$ cat src/dsbs_pkg.sv
// Shared constants of the drive source and brake block.
package dsbs_pkg;
    // Clock and brake timebase.
    localparam int CLK_HZ       = 20_000_000;
    localparam int TICK_MS      = 10;
    localparam int TICK_CYCLES  = CLK_HZ / 1000 * TICK_MS;
    // Bus geometry.
    localparam int ADDR_W       = 7;
    localparam int REG_COUNT    = 16;
    // Register indices; byte address is four times the index.
    localparam logic [3:0] REG_SRC     = 4'h0;
    localparam logic [3:0] REG_PROT    = 4'h1;
    localparam logic [3:0] REG_CTRL    = 4'h2;
    localparam logic [3:0] REG_CUR     = 4'h3;
    localparam logic [3:0] REG_DLY     = 4'h4;
    localparam logic [3:0] REG_FRQ     = 4'h5;
    localparam logic [3:0] REG_ENG     = 4'h6;
    localparam logic [3:0] REG_STATUS  = 4'h7;
    localparam logic [3:0] REG_INFUNC0 = 4'h8;
    // Writable bit masks per register.
    localparam logic [31:0] MASK_SRC    = 32'h0000_f373;
    localparam logic [31:0] MASK_PROT   = 32'h0000_0173;
    localparam logic [31:0] MASK_CTRL   = 32'h001f_1f03;
    localparam logic [31:0] MASK_CUR    = 32'h0000_07ff;
    localparam logic [31:0] MASK_DLY    = 32'h03ff_03ff;
    localparam logic [31:0] MASK_FRQ    = 32'hffff_ffff;
    localparam logic [31:0] MASK_ENG    = 32'h0000_ffff;
    localparam logic [31:0] MASK_INFUNC = 32'h0000_001f;
    // Reset values (frequencies 0.01 Hz, current 0.1 %, delays 0.01 s).
    localparam logic [31:0] RST_SRC     = 32'h0000_0101;
    localparam logic [31:0] RST_PROT    = 32'h0000_0000;
    localparam logic [31:0] RST_CTRL    = 32'h0011_0c00;
    localparam logic [31:0] RST_CUR     = 32'h0000_01f4;
    localparam logic [31:0] RST_DLY     = 32'h0064_0064;
    localparam logic [31:0] RST_FRQ     = 32'h0064_0064;
    localparam logic [31:0] RST_ENG     = 32'h0000_00c8;
    localparam logic [31:0] RST_INFUNC7 = 32'h0000_0007;
    // Field positions.
    localparam int F_ALT_RUN = 0;
    localparam int F_ALT_SPD = 4;
    localparam int F_PRI_RUN = 8;
    localparam int F_PRI_SPD = 12;
    localparam int F_STOP    = 0;
    localparam int F_STALL   = 4;
    localparam int F_VLIM    = 8;
    localparam int F_OUTFUNC = 8;
    localparam int F_RLYFUNC = 16;
    localparam int F_HI      = 16;
    // Codes.
    localparam logic [4:0] FUNC_SECOND_SOURCE = 5'h16;
    localparam logic [4:0] FUNC_BRAKE_OUT     = 5'h13;
    localparam logic [1:0] STOP_POWER_BRAKE   = 2'h3;
    localparam logic [1:0] CTRL_VF            = 2'h0;
    localparam logic [1:0] RUN_KEYPAD         = 2'h0;
    localparam logic [1:0] RUN_FWD_REV        = 2'h1;
    localparam logic [1:0] RUN_RUN_DIR        = 2'h2;
    localparam logic [1:0] RUN_LINK           = 2'h3;
    localparam int STALL_ACC = 0;
    localparam int STALL_CON = 1;
    localparam int STALL_DEC = 2;
    // Brake sequencer states.
    typedef enum logic [2:0] {
        BRK_IDLE   = 3'b000,
        BRK_ACCEL  = 3'b001,
        BRK_WAITI  = 3'b010,
        BRK_RHOLD  = 3'b011,
        BRK_RUN    = 3'b100,
        BRK_DECEL  = 3'b101,
        BRK_EHOLD  = 3'b110,
        BRK_ZERO   = 3'b111
    } dsbs_brk_state_t;
endpackage

$ cat src/dsbs_top.sv
// Source selection, deceleration protection choice and brake sequencer of a drive.
//
// Local design decisions: the placing of the registers and the Avalon-MM slave port.
`timescale 1ns/1ps
module dsbs_top #(
    parameter int TICK_LEN = dsbs_pkg::TICK_CYCLES
) (
    input  wire logic                        clk,
    input  wire logic                        reset_n,
    input  wire logic [dsbs_pkg::ADDR_W-1:0] avs_address,
    input  wire logic                        avs_read,
    input  wire logic                        avs_write,
    input  wire logic [31:0]                 avs_writedata,
    input  wire logic [3:0]                  avs_byteenable,
    output logic      [31:0]                 avs_readdata,
    output logic                             avs_waitrequest,
    input  wire logic [7:0]                  input_terminals,
    input  wire logic                        keypad_run,
    input  wire logic                        keypad_dir_ccw,
    input  wire logic                        forward_run_input,
    input  wire logic                        reverse_run_input,
    input  wire logic                        link_run,
    input  wire logic                        link_dir_ccw,
    input  wire logic [15:0]                 output_frequency,
    input  wire logic [10:0]                 motor_current,
    input  wire logic                        accelerating,
    input  wire logic                        decelerating,
    input  wire logic                        dc_link_high,
    output logic                             run_command,
    output logic                             run_dir_ccw,
    output logic [3:0]                       speed_source,
    output logic                             ramp_stop,
    output logic                             stall_accel_en,
    output logic                             stall_const_en,
    output logic                             stall_decel_en,
    output logic                             power_brake_en,
    output logic                             decel_slope_reduce,
    output logic                             brake_release,
    output logic                             freq_hold,
    output logic [15:0]                      freq_hold_value,
    output logic                             force_zero,
    output logic                             start_dc_dwell_inhibit
);
    import dsbs_pkg::*;

    // Decodes a run source into {run, direction}.
    function automatic logic [1:0] run_decode(input logic [1:0] src, input logic kr,
                                              input logic kd, input logic fx, input logic rx,
                                              input logic lr, input logic ld);
        logic [1:0] r;
        case (src)
            RUN_KEYPAD:  r = {kr, kd};
            RUN_FWD_REV: r = {fx ^ rx, rx & ~fx};
            RUN_RUN_DIR: r = {fx, rx};
            RUN_LINK:    r = {lr, ld};
            default:     r = 2'b00;
        endcase
        return r;
    endfunction

    // Merges write data under byte enables and a writable mask.
    function automatic logic [31:0] merge(input logic [31:0] old, input logic [31:0] wd,
                                          input logic [3:0] be, input logic [31:0] m);
        logic [31:0] bm;
        bm = {{8{be[3]}}, {8{be[2]}}, {8{be[1]}}, {8{be[0]}}} & m;
        return (old & ~bm) | (wd & bm);
    endfunction

    logic [31:0] reg_q [REG_COUNT];
    logic [31:0] reg_d [REG_COUNT];
    logic [31:0] rdata_q, rdata_d;
    logic        wait_q, wait_d;
    logic [31:0] status_w;
    logic [3:0]  idx;
    logic        mapped, sel_on, brk_routed, brk_active, dec_bit;
    logic [1:0]  pri_rc, alt_rc, run_sel;

    assign idx        = avs_address[5:2];
    assign mapped     = (avs_address[ADDR_W-1] == 1'b0);
    assign dec_bit    = reg_q[REG_PROT][F_STALL + STALL_DEC];
    assign brk_routed = (reg_q[REG_CTRL][F_OUTFUNC +: 5] == FUNC_BRAKE_OUT) ||
                        (reg_q[REG_CTRL][F_RLYFUNC +: 5] == FUNC_BRAKE_OUT);
    assign brk_active = brk_routed && (reg_q[REG_CTRL][1:0] == CTRL_VF);

    // Selector is on when any terminal coded as second source is high.
    always_comb begin
        sel_on = 1'b0;
        for (int i = 0; i < 8; i++) begin
            if (reg_q[int'(REG_INFUNC0) + i][4:0] == FUNC_SECOND_SOURCE && input_terminals[i]) begin
                sel_on = 1'b1;
            end
        end
    end

    // Run command of each source set and the chosen one.
    assign pri_rc  = run_decode(reg_q[REG_SRC][F_PRI_RUN +: 2], keypad_run, keypad_dir_ccw,
                                forward_run_input, reverse_run_input, link_run, link_dir_ccw);
    assign alt_rc  = run_decode(reg_q[REG_SRC][F_ALT_RUN +: 2], keypad_run, keypad_dir_ccw,
                                forward_run_input, reverse_run_input, link_run,
                                link_dir_ccw);
    assign run_sel = sel_on ? alt_rc : pri_rc;

    // Bus slave: one wait cycle, then the access completes.
    always_comb begin
        wait_d  = 1'b1;
        rdata_d = rdata_q;
        for (int i = 0; i < REG_COUNT; i++) begin
            reg_d[i] = reg_q[i];
        end
        if ((avs_read || avs_write) && wait_q) begin
            wait_d  = 1'b0;
            rdata_d = 32'h0000_0000;
            if (avs_read && mapped) begin
                if (idx == REG_STATUS) begin
                    rdata_d = status_w;
                end else if (idx >= REG_CUR && idx <= REG_ENG && !brk_routed) begin
                    rdata_d = 32'h0000_0000;
                end else if (idx == REG_PROT && !dec_bit) begin
                    rdata_d = reg_q[idx] & ~(32'h1 << F_VLIM);
                end else begin
                    rdata_d = reg_q[idx];
                end
            end
        end
        if (avs_write && !wait_q && mapped) begin
            case (idx)
                REG_SRC:  reg_d[idx] = merge(reg_q[idx], avs_writedata, avs_byteenable, MASK_SRC);
                REG_PROT: reg_d[idx] = merge(reg_q[idx], avs_writedata, avs_byteenable,
                                             dec_bit ? MASK_PROT :
                                             (MASK_PROT & ~(32'h1 << F_VLIM)));
                REG_CTRL: reg_d[idx] = merge(reg_q[idx], avs_writedata, avs_byteenable, MASK_CTRL);
                REG_CUR:  if (brk_routed) reg_d[idx] = merge(reg_q[idx], avs_writedata,
                                                             avs_byteenable, MASK_CUR);
                REG_DLY:  if (brk_routed) reg_d[idx] = merge(reg_q[idx], avs_writedata,
                                                             avs_byteenable, MASK_DLY);
                REG_FRQ:  if (brk_routed) reg_d[idx] = merge(reg_q[idx], avs_writedata,
                                                             avs_byteenable, MASK_FRQ);
                REG_ENG:  if (brk_routed) reg_d[idx] = merge(reg_q[idx], avs_writedata,
                                                             avs_byteenable, MASK_ENG);
                REG_STATUS: reg_d[idx] = reg_q[idx];
                default:  reg_d[idx] = merge(reg_q[idx], avs_writedata, avs_byteenable,
                                             MASK_INFUNC);
            endcase
        end
    end

    always_ff @(posedge clk) begin
        if (!reset_n) begin
            wait_q  <= 1'b1;
            rdata_q <= 32'h0000_0000;
            for (int i = 0; i < REG_COUNT; i++) begin
                reg_q[i] <= 32'h0000_0000;
            end
            reg_q[REG_SRC]  <= RST_SRC;
            reg_q[REG_PROT] <= RST_PROT;
            reg_q[REG_CTRL] <= RST_CTRL;
            reg_q[REG_CUR]  <= RST_CUR;
            reg_q[REG_DLY]  <= RST_DLY;
            reg_q[REG_FRQ]  <= RST_FRQ;
            reg_q[REG_ENG]  <= RST_ENG;
            reg_q[int'(REG_INFUNC0) + 7] <= RST_INFUNC7;
        end else begin
            wait_q  <= wait_d;
            rdata_q <= rdata_d;
            for (int i = 0; i < REG_COUNT; i++) begin
                reg_q[i] <= reg_d[i];
            end
        end
    end
    assign avs_waitrequest = wait_q;
    assign avs_readdata    = rdata_q;

    // Source and protection outputs, all registered.
    logic       run_q, dir_q, rstop_q, sel_q, sa_q, sc_q, sd_q, pb_q, slope_q;
    logic       run_d, dir_d, rstop_d, sa_d, sc_d, sd_d, pb_d, slope_d;
    logic [3:0] spd_q, spd_d;
    logic       pb_sel;
    assign pb_sel = (reg_q[REG_PROT][F_STOP +: 2] == STOP_POWER_BRAKE);
    always_comb begin
        run_d = run_sel[1];
        dir_d = run_sel[0];
        spd_d = sel_on ? {1'b0, reg_q[REG_SRC][F_ALT_SPD +: 3]}
                       : reg_q[REG_SRC][F_PRI_SPD +: 4];
        // A run lost to a link-driven primary set ramps down.
        rstop_d = rstop_q;
        if (sel_q && !sel_on && run_q && !pri_rc[1] &&
            reg_q[REG_SRC][F_PRI_RUN +: 2] == RUN_LINK) begin
            rstop_d = 1'b1;
        end else if (run_sel[1]) begin
            rstop_d = 1'b0;
        end
        sa_d    = reg_q[REG_PROT][F_STALL + STALL_ACC] && accelerating;
        sc_d    = reg_q[REG_PROT][F_STALL + STALL_CON] && !accelerating && !decelerating;
        sd_d    = dec_bit && decelerating && !pb_sel;
        pb_d    = pb_sel && decelerating;
        slope_d = pb_sel && decelerating && dc_link_high;
    end

    always_ff @(posedge clk) begin
        if (!reset_n) begin
            {run_q, dir_q, spd_q, rstop_q, sel_q, sa_q, sc_q, sd_q, pb_q, slope_q} <= '0;
        end else begin
            {run_q, dir_q, spd_q, rstop_q, sel_q} <= {run_d, dir_d, spd_d, rstop_d, sel_on};
            {sa_q, sc_q, sd_q, pb_q, slope_q}     <= {sa_d, sc_d, sd_d, pb_d, slope_d};
        end
    end
    assign run_command        = run_q;
    assign run_dir_ccw        = dir_q;
    assign speed_source       = spd_q;
    assign ramp_stop          = rstop_q;
    assign stall_accel_en     = sa_q;
    assign stall_const_en     = sc_q;
    assign stall_decel_en     = sd_q;
    assign power_brake_en     = pb_q;
    assign decel_slope_reduce = slope_q;

    // Brake sequencer; a delay of N shared ticks lasts N to N+1 ticks.
    localparam int TW = $clog2(TICK_LEN + 1);
    dsbs_brk_state_t st_q, st_d;
    logic [TW-1:0] tick_q, tick_d;
    logic [9:0]    cnt_q, cnt_d;
    logic          rel_q, rel_d, hold_q, hold_d, zero_q, zero_d, inh_q;
    logic [15:0]   hval_q, hval_d, rel_f;
    logic          tick;
    assign tick  = (tick_q == TW'(TICK_LEN - 1));
    assign rel_f = dir_q ? reg_q[REG_FRQ][F_HI +: 16] : reg_q[REG_FRQ][15:0];

    always_comb begin
        tick_d = tick ? '0 : tick_q + 1'b1;
        st_d   = st_q;
        cnt_d  = (tick && cnt_q != 10'h3ff) ? cnt_q + 10'h001 : cnt_q;
        rel_d  = rel_q;
        hold_d = 1'b0;
        hval_d = hval_q;
        zero_d = 1'b0;
        case (st_q)
            BRK_IDLE: begin
                rel_d = 1'b0;
                if (run_q) st_d = BRK_ACCEL;
            end
            BRK_ACCEL: begin
                if (!run_q) st_d = BRK_IDLE;
                else if (output_frequency >= rel_f) begin
                    st_d = BRK_WAITI;
                    hold_d = 1'b1;
                    hval_d = rel_f;
                end
            end
            BRK_WAITI: begin
                hold_d = 1'b1;
                if (!run_q) st_d = BRK_IDLE;
                else if (motor_current >= reg_q[REG_CUR][10:0]) begin
                    rel_d = 1'b1;
                    cnt_d = 10'h000;
                    st_d  = BRK_RHOLD;
                end
            end
            BRK_RHOLD: begin
                hold_d = 1'b1;
                if (!run_q) st_d = BRK_DECEL;
                else if (cnt_q > reg_q[REG_DLY][9:0]) st_d = BRK_RUN;
            end
            BRK_RUN: if (!run_q) st_d = BRK_DECEL;
            BRK_DECEL: begin
                if (run_q) st_d = BRK_RUN;
                else if (output_frequency <= reg_q[REG_ENG][15:0]) begin
                    rel_d  = 1'b0;
                    hold_d = 1'b1;
                    hval_d = reg_q[REG_ENG][15:0];
                    cnt_d  = 10'h000;
                    st_d   = BRK_EHOLD;
                end
            end
            BRK_EHOLD: begin
                hold_d = 1'b1;
                if (cnt_q > reg_q[REG_DLY][F_HI +: 10]) begin
                    zero_d = 1'b1;
                    st_d   = BRK_ZERO;
                end
            end
            BRK_ZERO: begin
                zero_d = !run_q;
                if (run_q) st_d = BRK_ACCEL;
            end
            default: st_d = BRK_IDLE;
        endcase
        if (!brk_active) begin
            st_d   = BRK_IDLE;
            rel_d  = 1'b0;
            hold_d = 1'b0;
            zero_d = 1'b0;
        end
    end

    always_ff @(posedge clk) begin
        if (!reset_n) begin
            st_q <= BRK_IDLE;
            {tick_q, cnt_q, rel_q, hold_q, hval_q, zero_q, inh_q} <= '0;
        end else begin
            st_q   <= st_d;
            tick_q <= tick_d;
            cnt_q  <= cnt_d;
            rel_q  <= rel_d;
            hold_q <= hold_d;
            hval_q <= hval_d;
            zero_q <= zero_d;
            inh_q  <= brk_active;
        end
    end
    assign brake_release          = rel_q;
    assign freq_hold              = hold_q;
    assign freq_hold_value        = hval_q;
    assign force_zero             = zero_q;
    assign start_dc_dwell_inhibit = inh_q;

    // Live status; a read shows the state of the cycle before.
    assign status_w = {16'h0000, 1'b0, st_q, rel_q, brk_active, pb_q, sd_q,
                       rstop_q, sel_on, spd_q[1:0], 1'b0, run_q, dir_q, 1'b0};
endmodule

$ cat config.mk
export PLATFORM = sky130hd
export DESIGN_NAME = dsbs_top
export DESIGN_NICKNAME = d
export VERILOG_FILES = /design/src/dsbs_pkg.sv /design/src/dsbs_top.sv
export SDC_FILE = /design/constraint.sdc
export NUM_CORES = 1
export LEC_CHECK = 0
export ABC_AREA = 1
export BUFFER_PORTS_ARGS = -buffer_cell sky130_fd_sc_hd__buf_2
export CAP_MARGIN = 5
export CORE_AREA = 2 2 225 227
export CTS_BUF_LIST = sky130_fd_sc_hd__clkbuf_2 sky130_fd_sc_hd__clkbuf_4 sky130_fd_sc_hd__clkbuf_8
export CTS_CLUSTER_SIZE = 20
export DETAILED_ROUTE_END_ITERATION = 8
export DIE_AREA = 0 0 227 229
export PLACE_DENSITY = 0.72
export SETUP_SLACK_MARGIN = 0.4
export SYNTH_ARGS = -nofsm -noshare
export SYNTH_HDL_FRONTEND = slang
export SYNTH_SLANG_ARGS = --single-unit
$ cat constraint.sdc
create_clock -name clk -period 3 [get_ports clk]
set_input_delay 0.9 -clock clk [delete_from_list [all_inputs] [get_ports clk]]
set_output_delay 0.9 -clock clk [all_outputs]
set_load 0.02 [all_outputs]
==> impl_metrics.csv, run 1 <==
group,metric,value,unit
yosys,synth_fp_nets,3968,
critical_path,worstPathMaxFanout,8,
placed_design,dp.cells,4626,
power_and_ir_drop,peakVddDrop,523.1,µV
cells_and_area,most-common-layout-cells,"nand2_1 (1,119), inv_1 (640), dfxtp_1 (608)",
yosys,synth-edff-count,0,
floorplan,die-area,51980,µm²
yosys,async_flop_share,0,%
yosys,yosysTopAreaCellShare,45.14,%
critical_path,cp-start-kind,"flop",
timing,setup_viol,0,
cells_and_area,post_route_cells_drive_above_1_share,14.64,%
yosys,postSynthCellCount,3811,
critical_path,cp_data_arrival_time,3.27,ns
yosys,netlist_area,27010,µm²
clock_tree,cts_hold_buf,0,
timing,fin_hold_ws,0.3875,ns
floorplan,core_area,49660,µm²
cells_and_area,final_nets,4218,
route,drcViolationCount,0,
cells_and_area,fillers,4447,
min_path,min-delay-start,"accelerating",
timing,final_hold_viol_count,0,
floorplan,die_x,227,µm
clock_tree,cts_tree,"yes",
yosys,ys_seq_area_share,45.14,%
clock_tree,cts_buffer_depth,3,
status,status,"complete, no violations",
route,post_drt_wl_per_cell,16.58,µm
cells_and_area,area_delta_synth_final,18.62,%
critical_path,required,3.63,ns
yosys,synth_flop_cell,"dfxtp_1",
cells_and_area,layout_commonest_cell,"nand2_1",
placed_design,gp_congestion,0.9882,
critical_path,crit_chain,"buf_12, clkinvlp_4, buf_12, nand2_1, o21ai_4, ha_4, a21oi_2, o21ai_2, a21oi_2, nand4_1, buf_4, nand3_4, buf_6, nand2_1, a21oi_1",
route,routed-via-count,25363,
global_routing,grt_pass1_wl,123900,µm
clock_tree,htreeDepth,3,
timing,finalCritPeriodShare,87.97,%
timing,rsz0062_at_grt,"yes",
yosys,yosysWarningCount,0,
critical_path,critPathCaptureType,"flop",
route,dr.pass1.iters,6,
clock_tree,clk_pin_slew_worst_paths,0.06,ns
global_routing,grt_pass1_vias,23415,
floorplan,fp.dieH,229,µm
placed_design,io_buffers,153,
route,totalWireLength,79810,µm
global_routing,grt_max_degree,118,
critical_path,path_class,"flop to flop",
min_path,min_path_type,"primary input to flop",
yosys,synth_seq_cells,609,
route,drt_iter0_drc,2263,
floorplan,top_level_ports,156,
power_and_ir_drop,p_per_area,540.2,nW/µm²
global_routing,grt_usage,30.24,%
critical_path,slowest_stage,"dfxtp_4",
timing,skew,0.03141,ns
timing,drv_slew,0,
global_routing,antenna_found_initial,6,
yosys,synth_largest_area_cell,"dfxtp_1",
clock_tree,cts.root.buffer_cell,"clkbuf_8",
critical_path,timing.rr.end,"freq_hold_value[13]$_SDFFE_PN0P_",
timing,slew_headroom,44.61,%
route,ant_nets,0,
timing,setup_tns,0,ns
critical_path,slowest_delay,0.41,ns
yosys,syn_avg_cell_area,7.086,µm²
critical_path,reg2regPathDepth,15,
route,viasPerCell,5.270,
global_routing,grt_overflow,0,
yosys,ys_types,42,
min_path,min_to,"stall_const_en$_SDFF_PN0_",
timing,fmax,378.9,MHz
floorplan,start_util,54.38,%
critical_path,reg2reg_from,"run_dir_ccw$_SDFF_PN0_",
placed_design,hpwl,56000,µm
yosys,synth_area_leaders,"dfxtp_1 (45%), nand2_1 (16%), inv_1 (8.9%)",
min_path,hold_path_depth,2,
power_and_ir_drop,p_leak,16.67,nW
critical_path,r2r_slack,0.36,ns
clock_tree,clock_latency,0.72,ns
floorplan,rows,82,
job,cap_viol_max_count,0,
cells_and_area,final_cells,4813,
timing,tightest_slew,0.8300,ns
timing,finalCriticalPeriod,2.639,ns
clock_tree,cts_made_buffers,99,
clock_tree,clkSinkCount,609,
Yosys cell counts (2+ instances only):
| master | n |
|---|---|
| o31ai_1 | 3 |
| nor3b_1 | 6 |
| nor4_1 | 6 |
| dfxtp_1 | 609 |
| nand3b_1 | 2 |
| o21a_1 | 10 |
| o211ai_1 | 18 |
| nand2_1 | 1133 |
| or2_2 | 24 |
| o21bai_1 | 3 |
| nor3_1 | 20 |
| ha_1 | 66 |
| mux2i_1 | 3 |
| xor2_1 | 10 |
| inv_1 | 642 |
| o21ai_1 | 13 |
| nand2_2 | 2 |
| inv_2 | 13 |
| o21ai_0 | 198 |
| nand3_1 | 139 |
| a22oi_1 | 194 |
| clkbuf_1 | 116 |
| nor2_1 | 156 |
| buf_6 | 6 |
| nor2_2 | 16 |
| buf_2 | 44 |
| buf_1 | 9 |
| clkinv_1 | 3 |
| a31oi_1 | 22 |
| a21oi_1 | 252 |
| a211oi_1 | 4 |
| nand4_1 | 44 |
| o22ai_1 | 16 |
power by group:
part | internal, mW | total (mW) | switching (mW)
Clock | 4.53 | 7.95 | 3.42
Sequential | 8.12 | 8.14 | 0.0285
Combinational | 0.390 | 1.21 | 0.819
registers in the layout (all words and copies together) (netlist names), 3 cells and up:
register	flops
avs_readdata	32
cnt_q	10
freq_hold_value	16
reg_q	512
speed_source	4
st_q	3
tick_q	18
layout make-up:
class                      count  area, µm²  share of cell area, %
multi-input combinational   2368      11850                  36.99
tap                          672      840.8                  2.625
timing repair buffer         325       2437                  7.608
antenna                        2      5.005                0.01562
clock inverter                22      260.3                 0.8124
sequential                   609      12200                  38.07
inverter                     658       2481                  7.745
clock buffer                 157       1967                  6.140
stage by stage:
stage / utilization, % / total power [mW] / instance area (µm²) / setup WS, ns
global placement: 59.29 / 9.432 / 29440 / 0.07078
floorplan: - / 8.906 / 27010 / 0.4287
finish: 64.51 / 17.31 / 32040 / 0.3609
detailed placement: 59.29 / 9.436 / 29440 / 0.05596
global route: 64.51 / 17.82 / 32030 / 0.2696
CTS: 63.82 / 17.33 / 31690 / 0.4192
worst max-delay path: cells and delay by family, from the launching register on:
family,cells,cell delay [ns]
AOI/OAI and AO/OA,5,0.60
adders and majority gates,1,0.27
buffers and inverters,5,0.83
DFF,1,0.41
and+or+nand+nor,4,0.45
worst max path at each step:
stage	from	cells past startpoint	end
after CTS	run_dir_ccw$_SDFF_PN0_	12	freq_hold_value[15]$_SDFFE_PN0P_
final	run_dir_ccw$_SDFF_PN0_	15	freq_hold_value[13]$_SDFFE_PN0P_
after detailed placement	avs_address[2]	12	reg_q[11][0]$_SDFFE_PN0P_
after floorplan	run_dir_ccw$_SDFF_PN0_	15	freq_hold_value[10]$_SDFFE_PN0P_
after global routing	run_dir_ccw$_SDFF_PN0_	19	freq_hold_value[15]$_SDFFE_PN0P_
after global placement	avs_address[2]	13	reg_q[13][1]$_SDFFE_PN0P_
metal layers:
layer	share of wire, %	vias to the layer above	track usage [%]
met3	8.9	207	6.594
li1	-	12606	-
met2	45	980	48.00
met5	0.079	-	0
met1	42	11562	39.85
met4	4.1	8	12.38
what timing repair did:
item / CTS / global route
setup endpoints to repair: 19 / 19
resized for setup: 9 / 59
pin swaps: 1 / 18
buffers inserted: 0 / 4
cloned: 0 / 2
kinds of logic after synthesis:
logic type / after synthesis / synth area share (%)
and+or+nand+nor: 1551 / 23.32
buffers and inverters: 834 / 11.98
AOI/OAI and AO/OA: 738 / 16.06
DFF: 609 / 45.14
adders and majority gates: 66 / 3.058
xor gates and xnor gates: 10 / 0.3243
muxes: 3 / 0.1112
Note: power is estimated with default switching activity, not from simulation.
==> inputs of run 2 (changes only) <==
PLACE_DENSITY = default   (was 0.72)
PLACE_DENSITY_LB_ADDON = 0.1   (was default)
==> impl_metrics.csv, run 2 (synthesized netlist as in run 1, its figures left out) <==
group,metric,value,unit
status,status,"complete, no violations",
clock_tree,cts_hold_buf,0,
power_and_ir_drop,p_leak,16.64,nW
critical_path,critPathCaptureType,"flop",
floorplan,die_x,227,µm
cells_and_area,area_delta_synth_final,17.81,%
timing,finalCriticalPeriod,2.536,ns
placed_design,io_buffers,153,
placed_design,postPlaceCellArea,29520,µm²
route,drcViolationCount,0,
floorplan,die-area,51980,µm²
placed_design,hpwl,57550,µm
critical_path,worst-path-stages,10,
critical_path,worstPathMaxFanout,24,
critical_path,crit_chain,"buf_12, o21ai_0, ha_1, nand4_1, nor3_4, nand3_1, nand4_1, buf_4, nand4_1, a21oi_1",
cells_and_area,regArea,12190,µm²
clock_tree,clkSinkCount,609,
timing,skew,0.05058,ns
timing,setup_viol,0,
critical_path,startpoint,"run_dir_ccw$_SDFF_PN0_",
placed_design,dp.cells,4626,
timing,rsz0062_at_grt,"yes",
clock_tree,postCtsSetupBuffers,0,
route,totalWireLength,80410,µm
critical_path,crit_family,"simple AND/OR/NAND/NOR gates",
critical_path,required,3.65,ns
critical_path,r2r_slack,0.46,ns
cells_and_area,post_route_cells_drive_above_1_share,13.88,%
cells_and_area,fillers,4653,
clock_tree,htreeDepth,3,
critical_path,slowest_stage,"o21ai_0",
critical_path,reg2reg_from,"run_dir_ccw$_SDFF_PN0_",
global_routing,antenna_found_initial,1,
route,routed-via-count,25135,
global_routing,grt_usage,30.90,%
min_path,min_path_type,"primary input to flop",
route,ant_nets,0,
timing,fmax,394.3,MHz
floorplan,start_util,54.38,%
clock_tree,cts_buffer_depth,3,
job,cap_viol_max_count,0,
timing,finalCritPeriodShare,84.54,%
critical_path,path_buf_inv,2,
floorplan,fp.dieH,229,µm
critical_path,cpMostUsedCell,"nand4_1",
route,post_drt_wl_per_cell,16.70,µm
timing,tightest_slew,0.7027,ns
placed_design,gp_congestion,1.001,
clock_tree,cts_made_buffers,101,
route,viasPerCell,5.219,
timing,final_hold_viol_count,0,
critical_path,timing.rr.end,"freq_hold_value[15]$_SDFFE_PN0P_",
clock_tree,clk_pin_slew_worst_paths,0.06,ns
global_routing,grt_pass1_wl,125800,µm
cells_and_area,fin_util,64.07,%
power_and_ir_drop,p_per_area,542.5,nW/µm²
power_and_ir_drop,power,17.26,mW
global_routing,grt_max_degree,90,
timing,slew_headroom,52.66,%
route,drt_iter0_drc,2251,
critical_path,reg2regPathDepth,10,
clock_tree,clock_latency,0.72,ns
route,dr.pass1.iters,7,
cells_and_area,multiInputGateArea,11630,µm²
critical_path,path_class,"flop to flop",
cells_and_area,final_nets,4214,
cells_and_area,largest_reg_flops,512,
critical_path,cp_data_arrival_time,3.18,ns
critical_path,slowest_delay,0.57,ns
timing,drv_slew,0,
clock_tree,cts_tree,"yes",
global_routing,grt_overflow,0,
cells_and_area,most-common-layout-cells,"nand2_1 (1,133), inv_1 (642), dfxtp_1 (609)",
floorplan,top_level_ports,156,
cells_and_area,layout_commonest_cell,"nand2_1",
critical_path,cp-endpoint,"freq_hold_value[15]$_SDFFE_PN0P_",
clock_tree,cts.root.buffer_cell,"clkbuf_8",
critical_path,cp-start-kind,"flop",
cells_and_area,final_cells,4816,
cells_and_area,finalInstanceArea,31820,µm²
cells_and_area,regMostFlops,"reg_q",
floorplan,core_area,49660,µm²
floorplan,rows,82,
power_and_ir_drop,peakVddDrop,574.4,µV
global_routing,grt_pass1_vias,23093,
run 2: cell types whose count changed in the layout (fill, tap and decap cells not counted), moves of 5 or more:
cell      before   now
nand2_2       13     2
clkinv_2      12    17
ha_4           6     0
ha_1          60    66
buf_4        140   135
a21oi_1      245   251
nand2_1     1119  1133
a21oi_2        7     1
run 2: final cells by class:
cell class,instances,area share (%)
repair buffers,319,7.574
clock inverters,28,0.7551
diodes,1,0.007865
well taps,672,2.643
clock buffers,161,6.355
inverters,658,7.787
flip-flops and latches,609,38.32
multi-input cells,2368,36.56
run 2: how the worst min path moves through the flow:
stage | from | to | cells after the start
after detailed placement | reg_q[9][31]$_SDFFE_PN0P_ | reg_q[9][31]$_SDFFE_PN0P_ | 2
after floorplan | reg_q[13][10]$_SDFFE_PN0P_ | reg_q[13][10]$_SDFFE_PN0P_ | 2
after global placement | reg_q[7][6]$_SDFFE_PN0P_ | reg_q[7][6]$_SDFFE_PN0P_ | 2
after CTS | accelerating | stall_const_en$_SDFF_PN0_ | 2
final | accelerating | stall_const_en$_SDFF_PN0_ | 2
after global routing | accelerating | stall_const_en$_SDFF_PN0_ | 2
run 2: timing repair:
item	4_1_cts	5_1_grt
cloned	0	0
pin swaps	0	0
resized for setup	6	9
setup endpoints to repair	19	18
hold endpoints to repair	0	0
run 2: per-stage QoR:
step / hold WS, ns / setup WS (ns) / setup TNS [ns]
floorplan: 0.4068 / 0.4287 / 0
global placement: 0.4126 / -0.01454 / -0.02722
detailed placement: 0.4160 / -0.01391 / -0.04542
CTS: 0.3260 / 0.4901 / 0
global route: 0.3365 / 0.3361 / 0
finish: 0.3564 / 0.4638 / 0
run 2: power by group:
| part | leakage (nW) | internal [mW] | total [mW] | switching [mW] |
|---|---|---|---|---|
| Sequential | 4.91 | 8.12 | 8.14 | 0.0267 |
| Clock | 1.21 | 4.49 | 7.96 | 3.47 |
| Combinational | 10.5 | 0.364 | 1.16 | 0.796 |
| Total | 16.6 | 13.0 | 17.3 | 4.29 |
run 2: metal layers:
layer / GRT usage, % / wire length, µm
met1: 41.76 / 34990
met5: 0 / 0
met4: 12.46 / 3139
met3: 5.786 / 6670
met2: 48.63 / 35610
